### src/shared/fpu_exc_pkg.sv
// Package: field layout, reset values and carrier types of the FPU exception unit
package fpu_exc_pkg;
  // ==========================================
  // Status/control field positions
  localparam int CAUSE_HI = 17;
  localparam int CAUSE_LO = 12;
  localparam int EN_HI = 11;
  localparam int EN_LO = 7;
  localparam int FLAG_HI = 6;
  localparam int FLAG_LO = 2;
  localparam int DNF_BIT = 18;
  localparam int RND_HI = 1;
  localparam int RND_LO = 0;
  // Index within the five-bit enable/flag order: V Z O U I
  localparam int X_V = 4;
  localparam int X_Z = 3;
  localparam int X_O = 2;
  localparam int X_U = 1;
  localparam int X_I = 0;
  // ==========================================
  // Reset values and rounding-mode encodings
  localparam logic [1:0] RND_RST = 2'h1;
  localparam logic DNF_RST = 1'b1;
  localparam logic [1:0] RND_NEAREST = 2'h0;
  localparam logic [1:0] RND_ZERO = 2'h1;
  // ==========================================
  // Single-precision result constants
  localparam logic [7:0] EXP_INF = 8'hFF;
  localparam logic [9:0] EXP_OVF = 10'h0FF;
  localparam logic [30:0] MAG_MAX = 31'h7F7FFFFF;
  localparam logic [30:0] MAG_INF = 31'h7F800000;
  localparam logic [31:0] QNAN = 32'h7FC00000;
  // System register selection
  localparam logic SEL_STATUS = 1'b0;
  localparam logic SEL_XFER = 1'b1;
  // ==========================================
  // Operation kinds
  typedef enum logic [3:0] {
    OP_MOVE, OP_CMP, OP_ADD, OP_SUB, OP_MUL, OP_DIV,
    OP_FUSED_MULTIPLY_ACCUMULATE, OP_VECTOR_INNER_PRODUCT, OP_MATRIX_VECTOR_TRANSFORM, OP_RSQRT, OP_FLOAT
  } op_kind_t;
  // Issued operation with its unrounded result
  typedef struct packed {
    op_kind_t kind;
    logic slot;
    logic denorm_in;
    logic nan_in;
    logic zero_div;
    logic sign;
    logic signed [9:0] exp;
    logic [23:0] mant;
    logic guard;
    logic sticky;
  } op_req_t;
  // Answer toward the core
  typedef struct packed {
    logic done;
    logic result_we;
    logic [31:0] result;
    logic fpu_exc;
    logic dis_gen;
    logic dis_slot;
  } op_rsp_t;
endpackage

### src/logic/fpu_exception_rounding_ctrl.sv
// FPU exception detection, default results and rounding control
`timescale 1ns/100ps
`default_nettype none
// What this block does
// - Status holds cause 17..12, enable 11..7, flag 6..2; all RW, reset zero.
// - Field order high to low: error, invalid, div-zero, overflow, underflow, inexact.
// - Flag bits stay one once set until software writes them zero.
// - Rounding field 1..0: 00 nearest, 01 toward zero, reset 01.
// - A 32-bit transfer register is loaded and stored by the core.
// - Rounding happens once when the final result is formed.
// - Nearest rounding picks nearest value, ties go to even LSB.
// - Nearest rounding at or past the top threshold gives signed infinity.
// - Toward-zero drops low bits and saturates to signed maximum magnitude.
// - Issue with unit off raises disable exception, slot or general variant.
// - Detect error, invalid, zero divisor, overflow, underflow and inexact.
// - The error source cannot be masked and always traps.
// - Occurring sources set cause and, except error, flag; others clear cause, keep flag.
// - Invalid traps on invalid or transform; divide traps on zero divisor only.
// - Overflow, underflow, inexact trap on any instruction that could raise them.
// - All sources share one exception event toward the core.
// - A trapped instruction leaves its destination register unchanged.
// - Untrapped invalid writes a quiet NaN.
// - Untrapped divide by zero writes signed infinity.
// - Untrapped overflow writes signed max (toward zero) or signed infinity (nearest).
// - Untrapped underflow writes denormal or zero; flush gives zero; inexact as computed.
// - Denormal flush bit 18 resets to one; one treats denormals as zero.
module fpu_exception_rounding_ctrl (
  // Clock and reset
  input wire logic ref_clk_i,
  input wire logic rst_n_i,
  // System register load/store from the core
  input wire logic sr_wr_i,
  input wire logic sr_sel_i,
  input wire logic [31:0] sr_wdata_i,
  output logic [31:0] sr_rdata_o,
  // Transfer register load from the FPU side
  input wire logic xfer_we_i,
  input wire logic [31:0] xfer_wdata_i,
  // Operation issue
  input wire logic unit_off_bit_i,
  input wire logic op_valid_i,
  input wire fpu_exc_pkg::op_req_t op_i,
  // Answer and control state
  output fpu_exc_pkg::op_rsp_t rsp_o,
  output logic [1:0] round_mode_o,
  output logic denormal_flush_o
);

  // ==========================================
  // Conservative hazard classes per operation
  function automatic logic may_round(input fpu_exc_pkg::op_kind_t k);
    case (k)
      fpu_exc_pkg::OP_ADD, fpu_exc_pkg::OP_SUB, fpu_exc_pkg::OP_MUL,
      fpu_exc_pkg::OP_DIV, fpu_exc_pkg::OP_FUSED_MULTIPLY_ACCUMULATE, fpu_exc_pkg::OP_VECTOR_INNER_PRODUCT,
      fpu_exc_pkg::OP_MATRIX_VECTOR_TRANSFORM, fpu_exc_pkg::OP_RSQRT: may_round = 1'b1;
      default: may_round = 1'b0;
    endcase
  endfunction

  // ==========================================
  // State
  logic [5:0] cause_r, cause_nxt;
  logic [4:0] en_r, en_nxt;
  logic [4:0] flag_r, flag_nxt;
  logic [1:0] rnd_r, rnd_nxt;
  logic dnf_r, dnf_nxt;
  logic [31:0] xfer_r, xfer_nxt;
  logic [31:0] rdata_r, rdata_nxt;
  fpu_exc_pkg::op_rsp_t rsp_r, rsp_nxt;

  // Rounding and exception working values
  logic inc;
  logic [24:0] msum;
  logic [23:0] mrnd;
  logic signed [9:0] erounded;
  logic ovf, unf, inx, err, inv, dz;
  logic [23:0] dmant;
  logic [9:0] shamt;
  logic [31:0] norm_res, def_res;
  logic [5:0] src;
  logic [4:0] trap_cond;
  logic trap;
  logic [31:0] status_view;

  // ==========================================
  // Rounding of the unrounded significand, done exactly once
  always_comb begin
    // Nearest: round up on guard when sticky or odd LSB (ties to even)
    if (rnd_r == fpu_exc_pkg::RND_NEAREST) begin
      inc = op_i.guard & (op_i.sticky | op_i.mant[0]);
    end else begin
      inc = 1'b0;
    end
    msum = {1'b0, op_i.mant} + {24'h000000, inc};
    if (msum[24]) begin
      mrnd = msum[24:1];
      erounded = op_i.exp + 10'sd1;
    end else begin
      mrnd = msum[23:0];
      erounded = op_i.exp;
    end
    // Past the largest exponent after rounding is the overflow threshold
    ovf = erounded >= $signed(fpu_exc_pkg::EXP_OVF);
    unf = erounded <= 10'sd0;
    inx = op_i.guard | op_i.sticky | ovf | unf;
    // Denormal result is truncated by the shift; loses accuracy, not sign
    shamt = 10'(10'sd1 - op_i.exp);
    dmant = (shamt > 10'd23) ? 24'h000000 : (op_i.mant >> shamt[4:0]);
    norm_res = {op_i.sign, erounded[7:0], mrnd[22:0]};
  end

  // ==========================================
  // Source detection and trap decision
  always_comb begin
    err = op_i.denorm_in & ~dnf_r;
    inv = op_i.nan_in;
    dz = op_i.zero_div;
    src = 6'h00;
    if (may_round(op_i.kind)) begin
      src = {err, inv, dz, ovf, unf, inx};
    end else begin
      src = {err, inv, 4'h0};
    end
    // Transform and inner product always report inexact
    if (op_i.kind == fpu_exc_pkg::OP_MATRIX_VECTOR_TRANSFORM || op_i.kind == fpu_exc_pkg::OP_VECTOR_INNER_PRODUCT) begin
      src[fpu_exc_pkg::X_I] = 1'b1;
    end
    trap_cond = 5'h00;
    trap_cond[fpu_exc_pkg::X_V] = inv | (op_i.kind == fpu_exc_pkg::OP_MATRIX_VECTOR_TRANSFORM);
    trap_cond[fpu_exc_pkg::X_Z] = dz;
    // Judged from the instruction, not the result, so software sees early traps
    trap_cond[fpu_exc_pkg::X_O] = may_round(op_i.kind);
    trap_cond[fpu_exc_pkg::X_U] = may_round(op_i.kind);
    trap_cond[fpu_exc_pkg::X_I] = may_round(op_i.kind);
    trap = err | (|(en_r & trap_cond));
  end

  // ==========================================
  // Default results for untrapped sources, priority invalid first
  always_comb begin
    if (inv) begin
      def_res = fpu_exc_pkg::QNAN;
    end else if (dz) begin
      def_res = {op_i.sign, fpu_exc_pkg::MAG_INF};
    end else if (ovf && rnd_r == fpu_exc_pkg::RND_ZERO) begin
      def_res = {op_i.sign, fpu_exc_pkg::MAG_MAX};
    end else if (ovf) begin
      def_res = {op_i.sign, fpu_exc_pkg::MAG_INF};
    end else if (unf && dnf_r) begin
      def_res = {op_i.sign, 31'h00000000};
    end else if (unf) begin
      def_res = {op_i.sign, 8'h00, dmant[22:0]};
    end else begin
      def_res = norm_res;
    end
  end

  // ==========================================
  // Next state of registers and answer
  always_comb begin
    cause_nxt = cause_r;
    en_nxt = en_r;
    flag_nxt = flag_r;
    rnd_nxt = rnd_r;
    dnf_nxt = dnf_r;
    xfer_nxt = xfer_r;
    rsp_nxt = '0;
    // Software write lands first; a same-cycle operation still used old fields
    if (sr_wr_i && sr_sel_i == fpu_exc_pkg::SEL_STATUS) begin
      cause_nxt = sr_wdata_i[fpu_exc_pkg::CAUSE_HI:fpu_exc_pkg::CAUSE_LO];
      en_nxt = sr_wdata_i[fpu_exc_pkg::EN_HI:fpu_exc_pkg::EN_LO];
      flag_nxt = sr_wdata_i[fpu_exc_pkg::FLAG_HI:fpu_exc_pkg::FLAG_LO];
      rnd_nxt = sr_wdata_i[fpu_exc_pkg::RND_HI:fpu_exc_pkg::RND_LO];
      dnf_nxt = sr_wdata_i[fpu_exc_pkg::DNF_BIT];
    end
    if (sr_wr_i && sr_sel_i == fpu_exc_pkg::SEL_XFER) begin
      xfer_nxt = sr_wdata_i;
    end else if (xfer_we_i) begin
      xfer_nxt = xfer_wdata_i;
    end
    if (op_valid_i) begin
      rsp_nxt.done = 1'b1;
      if (unit_off_bit_i) begin
        rsp_nxt.dis_slot = op_i.slot;
        rsp_nxt.dis_gen = ~op_i.slot;
      end else begin
        // Cause follows the operation; flag only accumulates, so set beats a clear
        cause_nxt = src;
        flag_nxt = flag_nxt | src[4:0];
        rsp_nxt.fpu_exc = trap;
        rsp_nxt.result_we = ~trap & (op_i.kind != fpu_exc_pkg::OP_CMP);
        rsp_nxt.result = trap ? 32'h00000000 : def_res;
      end
    end
  end

  // ==========================================
  // Store path view of the selected register, one cycle behind
  always_comb begin
    status_view = 32'h00000000;
    status_view[fpu_exc_pkg::DNF_BIT] = dnf_r;
    status_view[fpu_exc_pkg::CAUSE_HI:fpu_exc_pkg::CAUSE_LO] = cause_r;
    status_view[fpu_exc_pkg::EN_HI:fpu_exc_pkg::EN_LO] = en_r;
    status_view[fpu_exc_pkg::FLAG_HI:fpu_exc_pkg::FLAG_LO] = flag_r;
    status_view[fpu_exc_pkg::RND_HI:fpu_exc_pkg::RND_LO] = rnd_r;
    rdata_nxt = (sr_sel_i == fpu_exc_pkg::SEL_XFER) ? xfer_r : status_view;
  end

  // ==========================================
  // Registers
  always_ff @(posedge ref_clk_i) begin
    if (!rst_n_i) begin
      cause_r <= 6'h00;
      en_r <= 5'h00;
      flag_r <= 5'h00;
      rnd_r <= fpu_exc_pkg::RND_RST;
      dnf_r <= fpu_exc_pkg::DNF_RST;
      xfer_r <= 32'h00000000;
      rdata_r <= 32'h00000000;
      rsp_r <= '0;
    end else begin
      cause_r <= cause_nxt;
      en_r <= en_nxt;
      flag_r <= flag_nxt;
      rnd_r <= rnd_nxt;
      dnf_r <= dnf_nxt;
      xfer_r <= xfer_nxt;
      rdata_r <= rdata_nxt;
      rsp_r <= rsp_nxt;
    end
  end

  // Outputs straight from flops
  assign sr_rdata_o = rdata_r;
  assign rsp_o = rsp_r;
  assign round_mode_o = rnd_r;
  assign denormal_flush_o = dnf_r;

endmodule
`default_nettype wire

### config.mk
export PLATFORM = sky130hd
export DESIGN_NAME = fpu_exception_rounding_ctrl
export DESIGN_NICKNAME = d
export VERILOG_FILES = /design/src/shared/fpu_exc_pkg.sv /design/src/logic/fpu_exception_rounding_ctrl.sv
export SDC_FILE = /design/constraint.sdc
export NUM_CORES = 1
export LEC_CHECK = 0
export CAP_MARGIN = 0
export CORE_MARGIN = 5
export CORE_UTILIZATION = 29
export CTS_CLUSTER_DIAMETER = 150
export DETAILED_ROUTE_END_ITERATION = 16
export DONT_BUFFER_PORTS = 1
export PLACE_DENSITY = 0.46
export SLEW_MARGIN = 10
export SYNTH_ARGS = -nofsm -noshare
export SYNTH_HDL_FRONTEND = slang
export SYNTH_SLANG_ARGS = --single-unit
### constraint.sdc
create_clock -name ref_clk_i -period 4.65 [get_ports ref_clk_i]
set_clock_uncertainty 0.05 [all_clocks]
set_input_delay 0.93 -clock ref_clk_i [delete_from_list [all_inputs] [get_ports ref_clk_i]]
set_output_delay 0.93 -clock ref_clk_i [all_outputs]
set_load 0.02 [all_outputs]
== Word-level counts from Yosys, hierarchy flattened ==
Memory sizes are Yosys's and may differ from the RTL's.
Index checks and enable logic that the tools add are counted.

* Flip-flop bits (word level): 120
* Memories kept: 4
* Memory bits (read-only): 64
* Bits of input ports: 116
* Word-level logic and storage cells: 87

{| class="wikitable"
|+ Memories
! memory !! words !! bits a word !! rd ports !! clocked after Yosys merged registers in !! wr ports !! RTL line !! text
|-
| (no name shown) || 16 || 1 || 1 || 0 || 0 || fpu_exception_rounding_ctrl.sv:52 || <nowiki>case (k)</nowiki>
|-
| (no name shown) || 16 || 1 || 1 || 0 || 0 || fpu_exception_rounding_ctrl.sv:52 ||
|-
| (no name shown) || 16 || 1 || 1 || 0 || 0 || fpu_exception_rounding_ctrl.sv:52 ||
|-
| (no name shown) || 16 || 1 || 1 || 0 || 0 || fpu_exception_rounding_ctrl.sv:52 ||
|}

* Shift-type cells: 1
* Bitwise operators: 17
* Add/sub/neg operators: 3
* Eq/ne operators: 4
* Multiplexer cells: 25
* Order comparisons: 3
* Reductions and logical operators: 14

{| class="wikitable"
|+ Operators with widths
! operator !! number
|-
| 31-bit 2-to-1 mux || 5
|-
| 32-bit 2-to-1 mux || 4
|-
| 23-bit 2-to-1 mux || 2
|-
| 37-bit 2-to-1 mux || 1
|-
| 34-bit 2-to-1 mux || 1
|-
| 24-bit by 1-bit adder with 25-bit output || 1
|-
| 24-bit by 5-bit right shift with 23-bit output || 1
|-
| 19-bit 2-to-1 mux || 1
|-
| 6-bit 2-to-1 mux || 3
|-
| 5-bit 2-to-1 mux || 3
|-
| 10-bit by 2-bit adder with 10-bit output (second input constant) || 1
|-
| 10-bit by 9-bit greater-or-equal comparator with 1-bit output (second input constant) || 1
|-
| 10-bit by 5-bit > comparator with 1-bit output (second input constant) || 1
|-
| 10-bit by 1-bit <= comparator with 1-bit output (second input constant) || 1
|-
| 10-bit 2-to-1 mux || 1
|-
| 5-bit OR reduction || 2
|-
| 2-bit by 10-bit subtractor with 10-bit output (first input constant) || 1
|-
| 1-bit NOT || 6
|-
| 1-bit OR || 6
|-
| 6-bit OR reduction || 1
|-
| 5-bit bitwise AND || 1
|-
| 5-bit OR || 1
|-
| 4-bit by 3-bit == test with 1-bit output (second input constant) || 1
|-
| 4-bit == test (second input constant) || 1
|-
| 14 further kinds || 20
|}

== Logic depth before layout (Yosys ltp) ==
* Depth in word-level cells: 15
* Mapped depth: 16
* Gate-level depth less buffers: 12

== Worst setup path before layout ==
No wires, ideal clock.

* Kind: input -> register
* Start point: in op_i[2] in the netlist's numbering
* End point: reg rsp_r, in the netlist rsp_o[13]
* Cell stages on the path: 14
* Path buffers: 2
* Setup slack: 84 ps
* Required time: 4476 ps
* Setup time: 124 ps
* Data arrival time: 4393 ps
* Cell sequence: nor2_1 nor4b_1 ha_1 ha_1 nand2_1 or4_1 or4_1 xor2_1 or4b_1 and2_1 buf_2 o211ai_2 clkbuf_2 o21ai_2

* Cells in the longest elaborated chain, start to end: 10
* Elaborated cells on any way between the ends: 16

{| class="wikitable"
|+ Ends and longest elaborated chain
! item !! RTL line !! text
|-
| from (decl) || fpu_exception_rounding_ctrl.sv:42 || <nowiki>input wire fpu_exc_pkg::op_req_t op_i,</nowiki>
|-
| 1-bit OR || fpu_exception_rounding_ctrl.sv:90 || <nowiki>inc = op_i.guard & (op_i.sticky | op_i.mant[0]);</nowiki>
|-
| 1-bit bitwise AND || fpu_exception_rounding_ctrl.sv:90 ||
|-
| 1-bit 2-to-1 mux || fpu_exception_rounding_ctrl.sv:89 || <nowiki>if (rnd_r == fpu_exc_pkg::RND_NEAREST) begin</nowiki>
|-
| 24-bit by 1-bit adder with 25-bit output || fpu_exception_rounding_ctrl.sv:94 || <nowiki>msum = {1'b0, op_i.mant} + {24'h000000, inc};</nowiki>
|-
| 10-bit 2-to-1 mux || fpu_exception_rounding_ctrl.sv:95 || <nowiki>if (msum[24]) begin</nowiki>
|-
| 10-bit by 1-bit <= comparator with 1-bit output || fpu_exception_rounding_ctrl.sv:104 || <nowiki>unf = erounded <= 10'sd0;</nowiki>
|-
| 31-bit 2-to-1 mux / 1-bit logical AND (equally long branches) || fpu_exception_rounding_ctrl.sv:151, fpu_exception_rounding_ctrl.sv:149 ||
|-
| 31-bit 2-to-1 mux || fpu_exception_rounding_ctrl.sv:149 || <nowiki>end else if (unf && dnf_r) begin</nowiki>
|-
| 31-bit 2-to-1 mux || fpu_exception_rounding_ctrl.sv:147 || <nowiki>end else if (ovf) begin</nowiki>
|-
| 31-bit 2-to-1 mux * || fpu_exception_rounding_ctrl.sv:145 || <nowiki>end else if (ovf && rnd_r == fpu_exc_pkg::RND_ZERO) begin</nowiki>
|-
| to (signal assigned) || fpu_exception_rounding_ctrl.sv:229 || <nowiki>rsp_r <= rsp_nxt;</nowiki>
|-
| to (decl) || fpu_exception_rounding_ctrl.sv:69 || <nowiki>fpu_exc_pkg::op_rsp_t rsp_r, rsp_nxt;</nowiki>
|}

Every way passes the cells marked *; elsewhere a longest branch is shown, timed or not.
A chain may end at the register's enable or synchronous reset.

== Worst setup path after layout ==
* Start point: in op_i[2] in the netlist's numbering
* End point: reg rsp_r, in the netlist rsp_o[4]

Same word-level chain as after synthesis.

==> impl_metrics.toml <==
[logic_synthesis]
syn-instance-count = 866
syn_area_sq_mm = 0.00722
yosys.area.top_type = "dfxtp_1"
synth.area.top_cells = "dfxtp_1 33%, mux2i_1 11%, nand2_1 6.4%"
avgSynthCellArea_sq_um = 8.34
async_reset_ff_share_pct = 0
synth.distinct_cells = 71
synth.top_cell.area_share_pct = 33.3
synth_warnings = 0
synthFlopType = "dfxtp_1"
synth_commonest_cells = "123 x nand2_1, 120 x dfxtp_1, 79 x nor2_1, 78 x mux2i_1, 46 x clkbuf_1"
yosysSeqAreaShare_pct = 33.3
synth_nets = 988
synth.most_common_cell = "nand2_1"
synth_edf_count = 0
synth-seq-cells = 120

[power_and_ir_drop]
internal_power_mw = 2.19
combPwrFrac_pct = 13.0
power.share.switching_pct = 25.1
pwr-share-clk_pct = 48.2
peakVddDrop_uv = 265
seqPwrFrac_pct = 38.8
power_switching_mw = 0.734
leakagePower_nw = 3.47
powerDensity_mw_per_mm2 = 356

[timing]
hold_viol_final = 0
min_period_ns = 4.15
finalCritPeriodShare_pct = 89.2
rsz0062_at_grt = "false"
slew_headroom_pct = 22.6
tns_ns = 0
setup_viol = 0
finalWorstSetupSlack_ns = 0.500
tightest_slew_ns = 1.15
fmax_mhz = 241
drv_slew = 0

[finish]
final_core_util_pct = 33.6
syn2layout_area_growth_pct = 13.6
multi_input_area_sq_mm = 0.00448
antenna_cells_inserted = 0
fillCellCount = 2610
nets = 963
drive_gt1_share_pct = 12.7
regArea_sq_mm = 0.00240

[cts]
clockBufferDepth = 2
cts_resized = 0
cts_root_buf = "clkbuf_16"
cts.sinks = 120
cts_htree_levels = 4
clk_latency_ns = 0.40
cts_buffers = 17
cts_tree = "yes"
clkTransAtPathRegs_ns = 0.06
post_cts_buffers = 0
hold_buffers = 0

[placed_design]
dpl_worst_slack_ns = 0.0770
dp_hpwl_mm = 18.7
io_buffer_count = 0
place_congestion = 0.875

[die]
die_w_um = 168
initial_core_util_pct = 29.6
num_rows = 57
die_h_um = 168
dieArea_sq_mm = 0.0282
core_area_sq_mm = 0.0244
ios = 188

[route]
drt_iter0_markers = 411
routed_wl_mm = 24.8
ant_nets = 0
dr.pass1.iters = 5
drcViolationCount = 0
num_vias = 6274
viasPerCell = 5.33
detail_route.wl_per_cell_um = 21.1

[min_path]
min_path_cells = 1
worst_hold_path_type = "flip-flop to flip-flop"

[global_route]
grt_pass1_wl_mm = 37.7
grt_pass1_vias = 6020
globalRoute.totalOverflow = 0
grt_max_degree = 65
grt_use_total_pct = 17.0
antenna_found_initial = 0

[setup_path]
crit_type = "input pin to flip-flop"
worstPathCellList = "nor2_1 > nor4b_1 > ha_1 > ha_1 > nand2_1 > or4_1 > or4_1 > xor2_1 > or4b_1 > and2_1 > buf_12 > o32a_1 > o21ai_2"
cp-start-kind = "input pin"
cp.required_ns = 4.93
critPathArrivalTime_ns = 4.43
reg2reg_depth = 12
slowest_stage = "or4_1"
cp_max_fo = 14
end_kind = "flip-flop"
slowest_delay_ns = 0.55

[run_status]
status = "finished, final reports clean"

[job]
cap_violations = 0
layer usage:
layer	track usage (%)	routed length [um]	up-vias
met5	0	0	-
met4	5.12	492	0
met3	3.94	1500	22
met2	28.7	12200	216
met1	21.6	10600	2966
li1	-	-	3070
power groups by stage:
stage	Combinational, mW	Clock [mW]	Sequential [mW]
4_1_cts	0.379	1.44	1.14
5_1_grt	0.419	1.49	1.14
2_1_floorplan	0.326	0	1.15
6_report	0.379	1.41	1.13
3_3_place_gp	0.380	0	1.16
3_5_place_dp	0.377	0	1.16
state kept, by name, indices dropped and copies added, names as in the netlist:
register	cells
sr_rdata_o	32
en_r	5
round_mode_o	2
cause_r	6
rsp_o	37
denormal_flush_o	1
flag_r	5
xfer_r	32
metrics by stage:
stage	cells	cell area (sq um)	hold WS, ns	power (mW)
final	1177	8200	0.426	2.92
after detailed placement	1146	7570	0.412	1.54
after floorplan	866	7220	0.395	1.47
after global placement	1146	7570	0.409	1.54
after global routing	1177	8200	0.435	3.05
after CTS	1177	8200	0.426	2.95
cells in the final DEF (no fill, tap or decap), types with 4 or more instances in the layout:
cell type,instances
a211oi_1,28
a21o_1,4
a21oi_1,38
a311oi_1,4
a31oi_1,13
and2_1,5
and3_1,21
buf_4,26
bufinv_16,4
clkbuf_16,17
dfxtp_1,120
ha_1,6
inv_1,11
mux2_2,9
mux2i_1,78
nand2_1,122
nand2b_1,10
nand3_1,22
nand4_1,9
nand4b_1,4
nor2_1,79
nor2b_1,14
nor3_1,12
nor4_1,5
o211a_1,30
o211ai_1,5
o21a_1,5
o21ai_0,16
o21ai_2,19
o22ai_1,5
o32a_1,4
or2_2,5
or4_1,5
xnor2_1,19
xor2_1,15
worst paths after layout:
check,end,start,slack (ns)
max,rsp_o[4],op_i[2],0.50
min,sr_rdata_o[19],xfer_r[19],0.43
max reg2reg,rsp_o[4],round_mode_o[1],0.70
min reg2reg,sr_rdata_o[19],xfer_r[19],0.43
worst max-delay path: cells and delay by family:
family	cells	cell delay, ns
compound gates	2	0.46
simple gates	7	2.20
buf+inv	1	0.20
xor+xnor	1	0.19
fa+ha+maj	2	0.43
cells by family after synthesis:
kind of cell               synth area share, %
and+or+nand+nor                           21.6
AOI/OAI and AO/OA                         21.3
DFF                                       33.3
muxes                                     13.9
buffers and inverters                     4.85
xor gates and xnor gates                  4.12
adders and majority gates                 1.04
final cells by class:
cell class	count	area share (%)
multi-input cells	661	54.6
flip-flops and latches	120	29.3
clock buffers	20	5.69
well taps	324	4.94
repair buffers	28	2.87
clock inverters	11	2.07
inverters	13	0.595
Note: power is estimated with default switching activity, not from simulation.
